[src/pkg/irq2_pkg.sv]
`default_nettype none

package irq2_pkg;

    // ========================================
    // register location and reset
    localparam logic [7:0] secondary_addr    = 8'ha9;
    localparam logic [7:0] primary_addr      = 8'ha8;
    localparam logic [7:0] secondary_reset   = 8'ha0;

    // ========================================
    // bit positions
    localparam int unsigned bit_reserved     = 7;
    localparam int unsigned bit_timer_prio   = 6;
    localparam int unsigned bit_supply_prio  = 5;
    localparam int unsigned bit_serial_prio  = 4;
    localparam int unsigned bit_must_zero    = 3;
    localparam int unsigned bit_timer_en     = 2;
    localparam int unsigned bit_supply_en    = 1;
    localparam int unsigned bit_serial_en    = 0;
    localparam int unsigned bit_global_en    = 7;

    // ========================================
    // source count and priority levels
    localparam int unsigned num_sources      = 3;

    typedef enum logic {
        prio_low,
        prio_high
    } prio_level_t;

endpackage : irq2_pkg

`default_nettype wire

[src/verilog/irq_source_gate.sv]
`timescale 1ns/10ps
`default_nettype none

module irq_source_gate
    import irq2_pkg::*;
(
    // clock and reset
    input  wire logic        clock,
    input  wire logic        reset_n,
    // controls
    input  wire logic        source_enable,
    input  wire logic        global_enable,
    input  wire logic        priority_sel,
    // event
    input  wire logic        source_request,
    // to core
    output logic             request_q,
    output irq2_pkg::prio_level_t level_q
);

    // ========================================
    // gated request with priority tag
    always_ff @(posedge clock or negedge reset_n) begin
        if (!reset_n) begin
            request_q <= 1'b0;
        end else begin
            request_q <= source_request & source_enable & global_enable;
        end
    end

    always_ff @(posedge clock or negedge reset_n) begin
        if (!reset_n) begin
            level_q <= prio_low;
        end else begin
            level_q <= priority_sel ? prio_high : prio_low;
        end
    end

endmodule : irq_source_gate

`default_nettype wire

[src/verilog/secondary_irq_enable_priority.sv]
`timescale 1ns/10ps
`default_nettype none

module secondary_irq_enable_priority
    import irq2_pkg::*;
(
    // clock and reset
    input  wire logic        clock,
    input  wire logic        reset_n,
    // special function register bus
    input  wire logic [7:0]  sfr_addr,
    input  wire logic        sfr_write,
    input  wire logic [7:0]  sfr_wdata,
    output logic [7:0]       sfr_rdata,
    output logic             sfr_hit,
    // global enable from primary enable register
    input  wire logic        global_irq_enable,
    // source events
    input  wire logic        interval_timer_event,
    input  wire logic        supply_monitor_event,
    input  wire logic        serial_port_event,
    // requests to core
    output logic [2:0]       irq_request,
    output logic [2:0]       irq_high_priority
);

    // ========================================
    // local constants
    localparam logic [7:0]  idle_rdata = 8'h00;
    localparam int unsigned src_timer  = 0;
    localparam int unsigned src_supply = 1;
    localparam int unsigned src_serial = 2;

    // ========================================
    // bus decode
    logic sel;
    logic write_hit;

    // hit is combinational so the core sees it in the address cycle
    assign sel       = (sfr_addr == secondary_addr);
    assign sfr_hit   = sel;
    assign write_hit = sfr_write & sel;

    // ========================================
    // priority selects
    logic interval_timer_priority_q;
    logic interval_timer_priority_d;
    logic supply_monitor_priority_q;
    logic supply_monitor_priority_d;
    logic serial_port_priority_q;
    logic serial_port_priority_d;

    always_comb begin
        interval_timer_priority_d = interval_timer_priority_q;
        supply_monitor_priority_d = supply_monitor_priority_q;
        serial_port_priority_d    = serial_port_priority_q;
        if (write_hit) begin
            interval_timer_priority_d = sfr_wdata[bit_timer_prio];
            supply_monitor_priority_d = sfr_wdata[bit_supply_prio];
            serial_port_priority_d    = sfr_wdata[bit_serial_prio];
        end
    end

    always_ff @(posedge clock or negedge reset_n) begin
        if (!reset_n) begin
            interval_timer_priority_q <= secondary_reset[bit_timer_prio];
            supply_monitor_priority_q <= secondary_reset[bit_supply_prio];
            serial_port_priority_q    <= secondary_reset[bit_serial_prio];
        end else begin
            interval_timer_priority_q <= interval_timer_priority_d;
            supply_monitor_priority_q <= supply_monitor_priority_d;
            serial_port_priority_q    <= serial_port_priority_d;
        end
    end

    // ========================================
    // source enables
    logic interval_timer_irq_enable_q;
    logic interval_timer_irq_enable_d;
    logic supply_monitor_irq_enable_q;
    logic supply_monitor_irq_enable_d;
    logic serial_port_irq_enable_q;
    logic serial_port_irq_enable_d;

    // only a software write moves an enable; events never touch them
    always_comb begin
        interval_timer_irq_enable_d = interval_timer_irq_enable_q;
        supply_monitor_irq_enable_d = supply_monitor_irq_enable_q;
        serial_port_irq_enable_d    = serial_port_irq_enable_q;
        if (write_hit) begin
            interval_timer_irq_enable_d = sfr_wdata[bit_timer_en];
            supply_monitor_irq_enable_d = sfr_wdata[bit_supply_en];
            serial_port_irq_enable_d    = sfr_wdata[bit_serial_en];
        end
    end

    always_ff @(posedge clock or negedge reset_n) begin
        if (!reset_n) begin
            interval_timer_irq_enable_q <= secondary_reset[bit_timer_en];
            supply_monitor_irq_enable_q <= secondary_reset[bit_supply_en];
            serial_port_irq_enable_q    <= secondary_reset[bit_serial_en];
        end else begin
            interval_timer_irq_enable_q <= interval_timer_irq_enable_d;
            supply_monitor_irq_enable_q <= supply_monitor_irq_enable_d;
            serial_port_irq_enable_q    <= serial_port_irq_enable_d;
        end
    end

    // ========================================
    // reserved and must-be-zero bits
    logic reserved_bit_q;
    logic reserved_bit_d;
    logic must_zero_bit_q;
    logic must_zero_bit_d;

    // kept as written so a read returns what software stored;
    // neither bit reaches the request gating
    always_comb begin
        reserved_bit_d  = reserved_bit_q;
        must_zero_bit_d = must_zero_bit_q;
        if (write_hit) begin
            reserved_bit_d  = sfr_wdata[bit_reserved];
            must_zero_bit_d = sfr_wdata[bit_must_zero];
        end
    end

    always_ff @(posedge clock or negedge reset_n) begin
        if (!reset_n) begin
            reserved_bit_q  <= secondary_reset[bit_reserved];
            must_zero_bit_q <= secondary_reset[bit_must_zero];
        end else begin
            reserved_bit_q  <= reserved_bit_d;
            must_zero_bit_q <= must_zero_bit_d;
        end
    end

    // ========================================
    // register image for read back
    logic [7:0] register_word;

    always_comb begin
        register_word                  = idle_rdata;
        register_word[bit_reserved]    = reserved_bit_q;
        register_word[bit_timer_prio]  = interval_timer_priority_q;
        register_word[bit_supply_prio] = supply_monitor_priority_q;
        register_word[bit_serial_prio] = serial_port_priority_q;
        register_word[bit_must_zero]   = must_zero_bit_q;
        register_word[bit_timer_en]    = interval_timer_irq_enable_q;
        register_word[bit_supply_en]   = supply_monitor_irq_enable_q;
        register_word[bit_serial_en]   = serial_port_irq_enable_q;
    end

    // ========================================
    // registered read data
    logic [7:0] sfr_rdata_d;

    // off-address reads return zero so the core can or read buses together
    always_comb begin
        sfr_rdata_d = idle_rdata;
        if (sel) begin
            sfr_rdata_d = register_word;
        end
    end

    always_ff @(posedge clock or negedge reset_n) begin
        if (!reset_n) begin
            sfr_rdata <= idle_rdata;
        end else begin
            sfr_rdata <= sfr_rdata_d;
        end
    end

    // ========================================
    // per-source vectors
    logic [2:0] enables;
    logic [2:0] priorities;
    logic [2:0] events;

    assign enables[src_timer]    = interval_timer_irq_enable_q;
    assign enables[src_supply]   = supply_monitor_irq_enable_q;
    assign enables[src_serial]   = serial_port_irq_enable_q;
    assign priorities[src_timer] = interval_timer_priority_q;
    assign priorities[src_supply] = supply_monitor_priority_q;
    assign priorities[src_serial] = serial_port_priority_q;
    assign events[src_timer]     = interval_timer_event;
    assign events[src_supply]    = supply_monitor_event;
    assign events[src_serial]    = serial_port_event;

    // ========================================
    // per-source gating
    prio_level_t levels [num_sources];

    genvar g;
    generate
        for (g = 0; g < num_sources; g++) begin : gen_src
            irq_source_gate u_gate (
                .clock          (clock),
                .reset_n        (reset_n),
                .source_enable  (enables[g]),
                .global_enable  (global_irq_enable),
                .priority_sel   (priorities[g]),
                .source_request (events[g]),
                .request_q      (irq_request[g]),
                .level_q        (levels[g])
            );
            assign irq_high_priority[g] = (levels[g] == prio_high);
        end
    endgenerate

endmodule : secondary_irq_enable_priority

`default_nettype wire

[config.mk]
export PLATFORM = sky130hd
export DESIGN_NAME = secondary_irq_enable_priority
export DESIGN_NICKNAME = d
export VERILOG_FILES = /design/src/pkg/irq2_pkg.sv /design/src/verilog/irq_source_gate.sv /design/src/verilog/secondary_irq_enable_priority.sv
export SDC_FILE = /design/constraint.sdc
export NUM_CORES = 1
export LEC_CHECK = 0
export BUFFER_PORTS_ARGS = -buffer_cell sky130_fd_sc_hd__buf_2
export CELL_PAD_IN_SITES_DETAIL_PLACEMENT = 1
export CELL_PAD_IN_SITES_GLOBAL_PLACEMENT = 1
export CORE_ASPECT_RATIO = 0.6
export CORE_MARGIN = 4
export CORE_UTILIZATION = 25
export DETAILED_ROUTE_END_ITERATION = 8
export GPL_TIMING_DRIVEN = 0
export PLACE_DENSITY = 0.65
export SYNTH_ARGS = -nofsm -noshare
export SYNTH_HDL_FRONTEND = slang
export SYNTH_SLANG_ARGS = --single-unit
export TNS_END_PERCENT = 1
[constraint.sdc]
create_clock -name clock -period 0.8 [get_ports clock]
set_input_delay 0.04 -clock clock [delete_from_list [all_inputs] [get_ports clock]]
set_output_delay 0.04 -clock clock [all_outputs]
set_load 0.02 [all_outputs]
==> metrics.md, run 1 <==
| Metric | Value |
|---|---|
| Status | `complete, but fails checks` |
| Failing checks | `setup timing` |
| Largest family of logic cells by synthesized area | `multiplexers` |
| Switch Pwr | `roughly 0.42 mW` |
| Worst Setup SP | `sfr_addr[1]` |
| Via count | `between 500 and 600` |
| Top Ports | `38` |
| Area delta synth->final | `49.2%` |
| Part of the power in registers | `54.7%` |
| Number of global-route vias before repair | `590` |
| Max-slew violation count | `0` |
| Remaining antenna violation count | `0` |
| EDFF count, synth | `0` |
| Initial antenna violation count | `0` |
| Mapped Cells | `between 50 and 60` |
| Clock-pin slew on the worst setup and hold paths | `0.07 ns` |
| Detailed Route Iter0 Violations | `5` |
| Die Ht | `52.8 um` |
| Drt total wl | `about 1.7 mm` |
| Biggest regs | `sfr_rdata: 8 flops, gen_src.u_gate.level_q: 3 flops, gen_src.u_gate.request_q: 3 flops` |
| Post-CTS setup buffer count | `0` |
| Synth cell count leaders | `dfrtp_1, and2_1, mux2_4` |
| Maximum fanout along the worst path | `8` |
| Mean Syn Cell Area | `about 16 um^2` |
| Drt first pass iters | `2` |
| Worst EP arrival | `between 1 and 1.5 ns` |
| Synth Area in Compound Gates | `0%` |
| Required @ worst endpoint | `roughly 0.94 ns` |
| Clock Skew | `approximately 0.0003 ns` |
| Critical Path Slowest Stage Cell | `or3_4` |
| Placer congestion estimate | `between 0.6 and 0.7` |
| Final worst slack | `-0.201 ns` |
| Antenna Cells | `0` |
| Via density | `around 4` |
| Logic pwr share | `under 10%` |
| Synth Area in Adders | `0%` |
| Reg with most FFs | `sfr_rdata` |
| Switch share | `between 10% and 20%` |
| Crit-path max cell delay | `0.48 ns` |
| PwrDens | `1700 mW/mm^2` |
| Final Hold Vio Count | `0` |
| WS Path Type | `primary input to flop` |
| Global-route wire length before repair | `about 2.7 mm` |
| HP Class | `primary input to flop` |
| Total power | `2.12 mW` |
| Worst path cell trace | `buf_6 -> nand4bb_4 -> or3_4 -> mux2_4` |
| Die ar. | `0.00436 mm^2` |
| Max-cap viol count | `0` |
| Drt drc | `0` |
| Most common flop cell mapped by yosys | `dfrtp_1` |
| Fraction of layout cells with a size suffix above 1 | `64.9%` |
| Pint | `around 1.7 mW` |
| Setup TNS | `-2.27 ns` |
| VDD IR max | `~0.7 mV` |
| Layout net count | `roughly 120` |
| TritonCTS buffer count | `3` |
| Synth area leaders | `dfrtp_1, mux2_4, dfstp_2` |
| Area of the multi-input gates | `about 260 um^2` |
| Clk Latency, worst-skew pair | `between 0.2 and 0.3 ns` |
| Simple logic cell fraction of the synthesized area | `between 10% and 20%` |
| Syn Nets | `76` |
| Total grt overflow | `0` |
| Share of the synthesized area in the top cell type | `about three fifths` |
| Crit. End Element | `flop` |
| Worst-margin pin slew | `0.491 ns` |
| CTS Sinks | `22` |
| Pleak | `between 0.6 and 0.7 nW` |
| Post-synth ARST share | `between 90% and 100%` |
| Dpl cells | `about 130` |
| Largest area contributor in the netlist | `dfrtp_1` |
| Worst hold start | `sfr_wdata[4]` |
| Rows | `15` |
| All-Layer GR Usage | `between 8 and 9%` |
| Post-synthesis sequential area ratio | `about two thirds` |
| CTS tree | `done` |
| Post-Layout Cell Count | `about 140` |
| Mapped cell area | `around 830 um^2` |
| Setup-failing EPs final | `23` |
| Yosys warnings | `0` |
| Detailed-route wire length per cell | `12.4 um` |
| R2R Path Start | `serial_port_irq_enable_q` |
| Starting Density | `around 28%` |
| Core ar. | `0.00302 mm^2` |
| Fillers | `335` |
| Most numerous cell in the Yosys netlist | `dfrtp_1` |
| Synth cell types | `11` |
| Crit share post-route | `125%` |
| CP startpoint kind | `primary input` |
| Clk buf depth | `2` |
| Storage cell area | `between 500 and 600 um^2` |
| Tmin final | `~1 ns` |
| HPWL Detailed | `around 1.3 mm` |
| Peak Freq | `between 0.9 and 1 GHz` |
| Largest net degree at the start of global routing | `23` |
| Max-slew headroom | `67.2%` |
| RSZ-0062 raised after global routing | `yes` |
| WHS | `0.00770 ns` |
| IO Port Bufs | `37` |
| CTS root buf | `clkbuf_8` |
| Xor/xnor cell area share of the yosys netlist | `0%` |
| Clock group share of total power | `around 36%` |
| Largest register FFs | `8` |
| Seq cells post-synth | `22` |
| Die X-Extent | `82.6 um` |
| H-Tree Depth | `1` |
| Post-synthesis mux area share | `~14%` |
-- stage by stage --
step | area, um^2 | util [%] | setup WS, ns
floorplan | 835 | - | -0.341
global route | 1240 | 41.2 | -0.219
global placement | 1070 | 35.5 | -0.469
detailed placement | 1070 | 35.5 | -0.512
finish | 1240 | 41.2 | -0.201
CTS | 1210 | 40.1 | -0.243
-- layout by cell type (no fill, tap or decap), drive strengths merged --
master and count:
buf 43, dfrtp 20, mux2 8, inv 1, or3 1, clkbuf 4
and3 3, dfstp 2, and2 8, nand4bb 2, nor2 1, dlygate4sd3 1
-- power by group through the flow --
stage | registers (mW) | logic, mW | clock network [mW]
global route | 1.16 | 0.210 | 0.838
floorplan | 1.18 | 0.0632 | 0
global placement | 1.18 | 0.144 | 0
finish | 1.16 | 0.191 | 0.768
CTS | 1.16 | 0.179 | 0.798
detailed placement | 1.18 | 0.150 | 0
-- final cells by class --
type	instances	share of cell area (%)
sequential	22	44.4
multi-input combinational	23	21.0
timing repair buffer	38	20.2
buffer	6	5.43
clock buffer	4	4.42
tap	42	4.22
inverter	1	0.302
-- layer usage --
metal  GRT usage (%)  share of wire [%]
met4            1.63                  0
met1            9.61                 41
met2            13.4                 44
met5               0                  0
met3            6.19                 15
-- worst paths after layout --
path / end / slack (ns) / cells past startpoint
max: must_zero_bit_q / -0.20 / 4
min: serial_port_priority_q / 0.008 / 2
max reg2reg: serial_port_irq_enable_q / 0.03 / 1
min reg2reg: gen_src[2].u_gate.level_q / 0.41 / 0
max in group asynchronous: reserved_bit_q / 0.16 / 2
min in group asynchronous: must_zero_bit_q / 0.29 / 2
-- repair_timing --
action                                  4_1_cts  5_1_grt
endpoints found under the setup margin       24       23
resized for setup                            21        5
cloned                                        0        0
hold buffers                                  1        0
hold endpoints to repair                     20        0
-- critical path, delay by kind of cell --
kind,cells,cell delay [ns]
AND/OR/NAND/NOR,2,0.69
multiplexers,1,0.32
buffers and inverters,1,0.09
-- kinds of logic after synthesis --
logic type | Yosys count
and+or+nand+nor | 15
buffers and inverters | 8
muxes | 8
DFF | 22
(Power assumes the default switching activity.)
==> run 2, diff against run 1 <==
- PLACE_DENSITY: 0.65 -> unset
- PLACE_DENSITY_LB_ADDON: unset -> 0.08
- TNS_END_PERCENT: 1 -> unset
==> run 2 against run 1 <==
  * Worst hold slack better by 0.00079 ns
  * Final area fell by 0.80%
  * Register-to-register slack about the same
  * Sequential power about the same
  * Maximum frequency up 0.33%
  * Combinational power is 8% lower
  * Clock skew up 0.00064 ns
  * Die area unchanged
  * Setup slack gained 0.0033 ns
  * Clock power rose by 1%
  * The flow still finishes with violations (setup timing)
  * Critical path depth unchanged
==> metrics.md, run 2 (synthesized netlist as in run 1, its figures left out) <==
| Metric | Value |
|---|---|
| Failing checks | `setup timing (unchanged)` |
| IO Port Bufs | `37 (unchanged)` |
| Final Hold Vio Count | `0 (unchanged)` |
| Worst hold start | `sfr_wdata[0] (was sfr_wdata[4])` |
| Clk Latency, worst-skew pair | `0.26 ns (was 0.25 ns)` |
| Met2 wire len | `960 um (was 741 um)` |
| Via density | `4.03 (was 3.99)` |
| Layout net count | `114 (was 118)` |
| Reg2Reg Depth | `1 (unchanged)` |
| Clock Skew | `0.000943 ns (was 0.000305 ns)` |
| Fillers | `326 (was 335)` |
| Post-DP Area | `0.00107 mm^2 (unchanged)` |
| Core ar. | `0.00302 mm^2 (unchanged)` |
| CP startpoint kind | `primary input (unchanged)` |
| Tmin final | `0.998 ns (was 1.00 ns)` |
| CTS root buf | `clkbuf_8 (unchanged)` |
| R2R Path Start | `serial_port_irq_enable_q (unchanged)` |
| Crit share post-route | `125% (about the same)` |
| Status | `complete, but fails checks (unchanged)` |
| Drt first pass iters | `4 (was 2)` |
| Hold Path Stages | `2 (unchanged)` |
| Largest net degree at the start of global routing | `23 (unchanged)` |
| Via count | `532 (was 543)` |
| Total grt overflow | `0 (unchanged)` |
| Peak Freq | `1.00 GHz (was 0.999 GHz)` |
| Die Ht | `52.8 um (unchanged)` |
| Die ar. | `0.00436 mm^2 (unchanged)` |
| Final instance area | `0.00123 mm^2 (was 0.00124 mm^2)` |
| Remaining antenna violation count | `0 (unchanged)` |
| CTS Sinks | `22 (unchanged)` |
| Max-slew headroom | `67.4% (was 67.2%)` |
| HPWL Detailed | `1.28 mm (was 1.33 mm)` |
| Placer congestion estimate | `0.645 (was 0.610)` |
| Total power | `2.11 mW (was 2.12 mW)` |
| Drt total wl | `1.69 mm (unchanged)` |
| Initial antenna violation count | `0 (unchanged)` |
| Critical Path Slowest Stage Cell | `or3_4 (unchanged)` |
| Starting Density | `27.6% (unchanged)` |
| Most frequent cells in the layout | `buf_2, dfrtp_1, buf_6 (unchanged)` |
| CP bufs+invs | `1 (unchanged)` |
| Rows | `15 (unchanged)` |
| Max-slew violation count | `0 (unchanged)` |
| Max-cap viol count | `0 (unchanged)` |
| Worst reg-to-reg setup slack | `0.04 ns (was 0.03 ns)` |
| HP Class | `primary input to flop (unchanged)` |
| Clk buf depth | `2 (unchanged)` |
| Clock-pin slew on the worst setup and hold paths | `0.08 ns (was 0.07 ns)` |
| Commonest non-fill, non-tap cell in the layout | `buf_2 (unchanged)` |
| Final worst slack | `-0.198 ns (was -0.201 ns)` |
| Detailed-route wire length per cell | `12.8 um (was 12.4 um)` |
| Pre-CTS setup slack | `-0.510 ns (was -0.512 ns)` |
| Required @ worst endpoint | `0.95 ns (was 0.94 ns)` |
| Biggest regs | `sfr_rdata: 8 flops, gen_src.u_gate.level_q: 3 flops, gen_src.u_gate.request_q: 3 flops (unchanged)` |
| RSZ-0062 raised after global routing | `yes (unchanged)` |
| Detailed Route Iter0 Violations | `16 (was 5)` |
| Antenna Cells | `0 (unchanged)` |
| Reg2Reg Capture Point | `serial_port_irq_enable_q (unchanged)` |
| Maximum fanout along the worst path | `8 (unchanged)` |
| Pleak | `0.657 nW (was 0.684 nW)` |
| Hold Crit Endpoint | `serial_port_irq_enable_q (was serial_port_priority_q)` |
| Largest register FFs | `8 (unchanged)` |
| Worst-margin pin slew | `0.490 ns (was 0.491 ns)` |
| Fraction of layout cells with a size suffix above 1 | `61.1% (was 64.9%)` |
| Die X-Extent | `82.6 um (unchanged)` |
| PwrDens | `1710 mW/mm^2 (was 1700 mW/mm^2)` |
| Post-layout util | `40.9% (was 41.2%)` |
| Drt drc | `0 (unchanged)` |
| Cell family with most CP delay | `simple AND/OR/NAND/NOR gates (unchanged)` |
| Global-route wire length before repair | `2.65 mm (was 2.66 mm)` |
| Crit-path max cell delay | `0.48 ns (about the same)` |
| Reg with most FFs | `sfr_rdata (unchanged)` |
| M1 wire length | `634 um (was 691 um)` |
| Setup-failing EPs final | `21 (was 23)` |
| CTS tree | `done (unchanged)` |
| TritonCTS buffer count | `3 (unchanged)` |
| All-Layer GR Usage | `8.58% (was 8.61%)` |
| Worst path cell trace | `buf_6 -> nand4bb_4 -> or3_4 -> mux2_4 (unchanged)` |
| H-Tree Depth | `1 (unchanged)` |
| Top layer in use | `met3 (unchanged)` |
| WS Path Type | `primary input to flop (unchanged)` |
| Metal3 WL | `94 um (was 255 um)` |
| Crit. End Element | `flop (unchanged)` |
| Post-CTS setup buffer count | `0 (unchanged)` |
| Worst EP arrival | `1.15 ns (about the same)` |
| VDD IR max | `0.576 mV (was 0.708 mV)` |
| Number of global-route vias before repair | `528 (was 590)` |
| Area delta synth->final | `48.0% (was 49.2%)` |
| Top Ports | `38 (unchanged)` |
[run 2: changes by cell type in the layout (fill, tap and decap cells not counted)]
cell	previous run	this run
buf_2	28	22
dlygate4sd3_1	1	3
[run 2: area by class of cell]
| type | count | area (um^2) | area share, % |
|---|---|---|---|
| Timing Repair Buffer | 40 | 309 | 25.0 |
| Clock buffer | 4 | 55.1 | 4.46 |
| Inverter | 1 | 3.75 | 0.304 |
| Multi-Input combinational cell | 23 | 262 | 21.2 |
| Tap cell | 42 | 52.6 | 4.26 |
| Sequential cell | 22 | 553 | 44.8 |
[run 2: how the worst max path moves through the flow]
stage,from,to,slack (ns),cells past startpoint
global route,sfr_addr[1],must_zero_bit_q,-0.22,4
global placement,sfr_addr[1],interval_timer_priority_q,-0.47,5
detailed placement,sfr_addr[1],serial_port_irq_enable_q,-0.51,5
floorplan,sfr_addr[1],interval_timer_irq_enable_q,-0.34,4
finish,sfr_addr[1],serial_port_irq_enable_q,-0.20,4
CTS,sfr_addr[1],must_zero_bit_q,-0.21,4
[run 2: where the power goes]
part	switching (mW)	total (mW)	leakage (nW)	internal [mW]
Combinational	0.0671	0.175	0.330	0.108
Sequential	0.0166	1.16	0.298	1.14
Clock	0.338	0.776	0.0288	0.438
[run 2: what timing repair did]
action	in CTS	in global routing
pin swaps	0	0
hold endpoints to repair	20	2
endpoints found under the setup margin	31	23
gates resized for setup	33	0
hold buffers	1	2
[run 2: stage by stage]
stage               hold WS (ns)  TNS [ns]  std cells
finish                   0.00849     -1.72        132
global route             0.00279     -2.38        132
CTS                     0.000458     -1.99        130
detailed placement        0.0368     -6.65        132
global placement          0.0299     -5.87        132
floorplan                 -0.256     -3.83         53
[run 2: metal layers]
layer	vias up	global-route usage, %
met3	0	4.12
met1	274	9.85
li1	243	-
met5	-	0
met4	0	1.63
met2	15	14.6
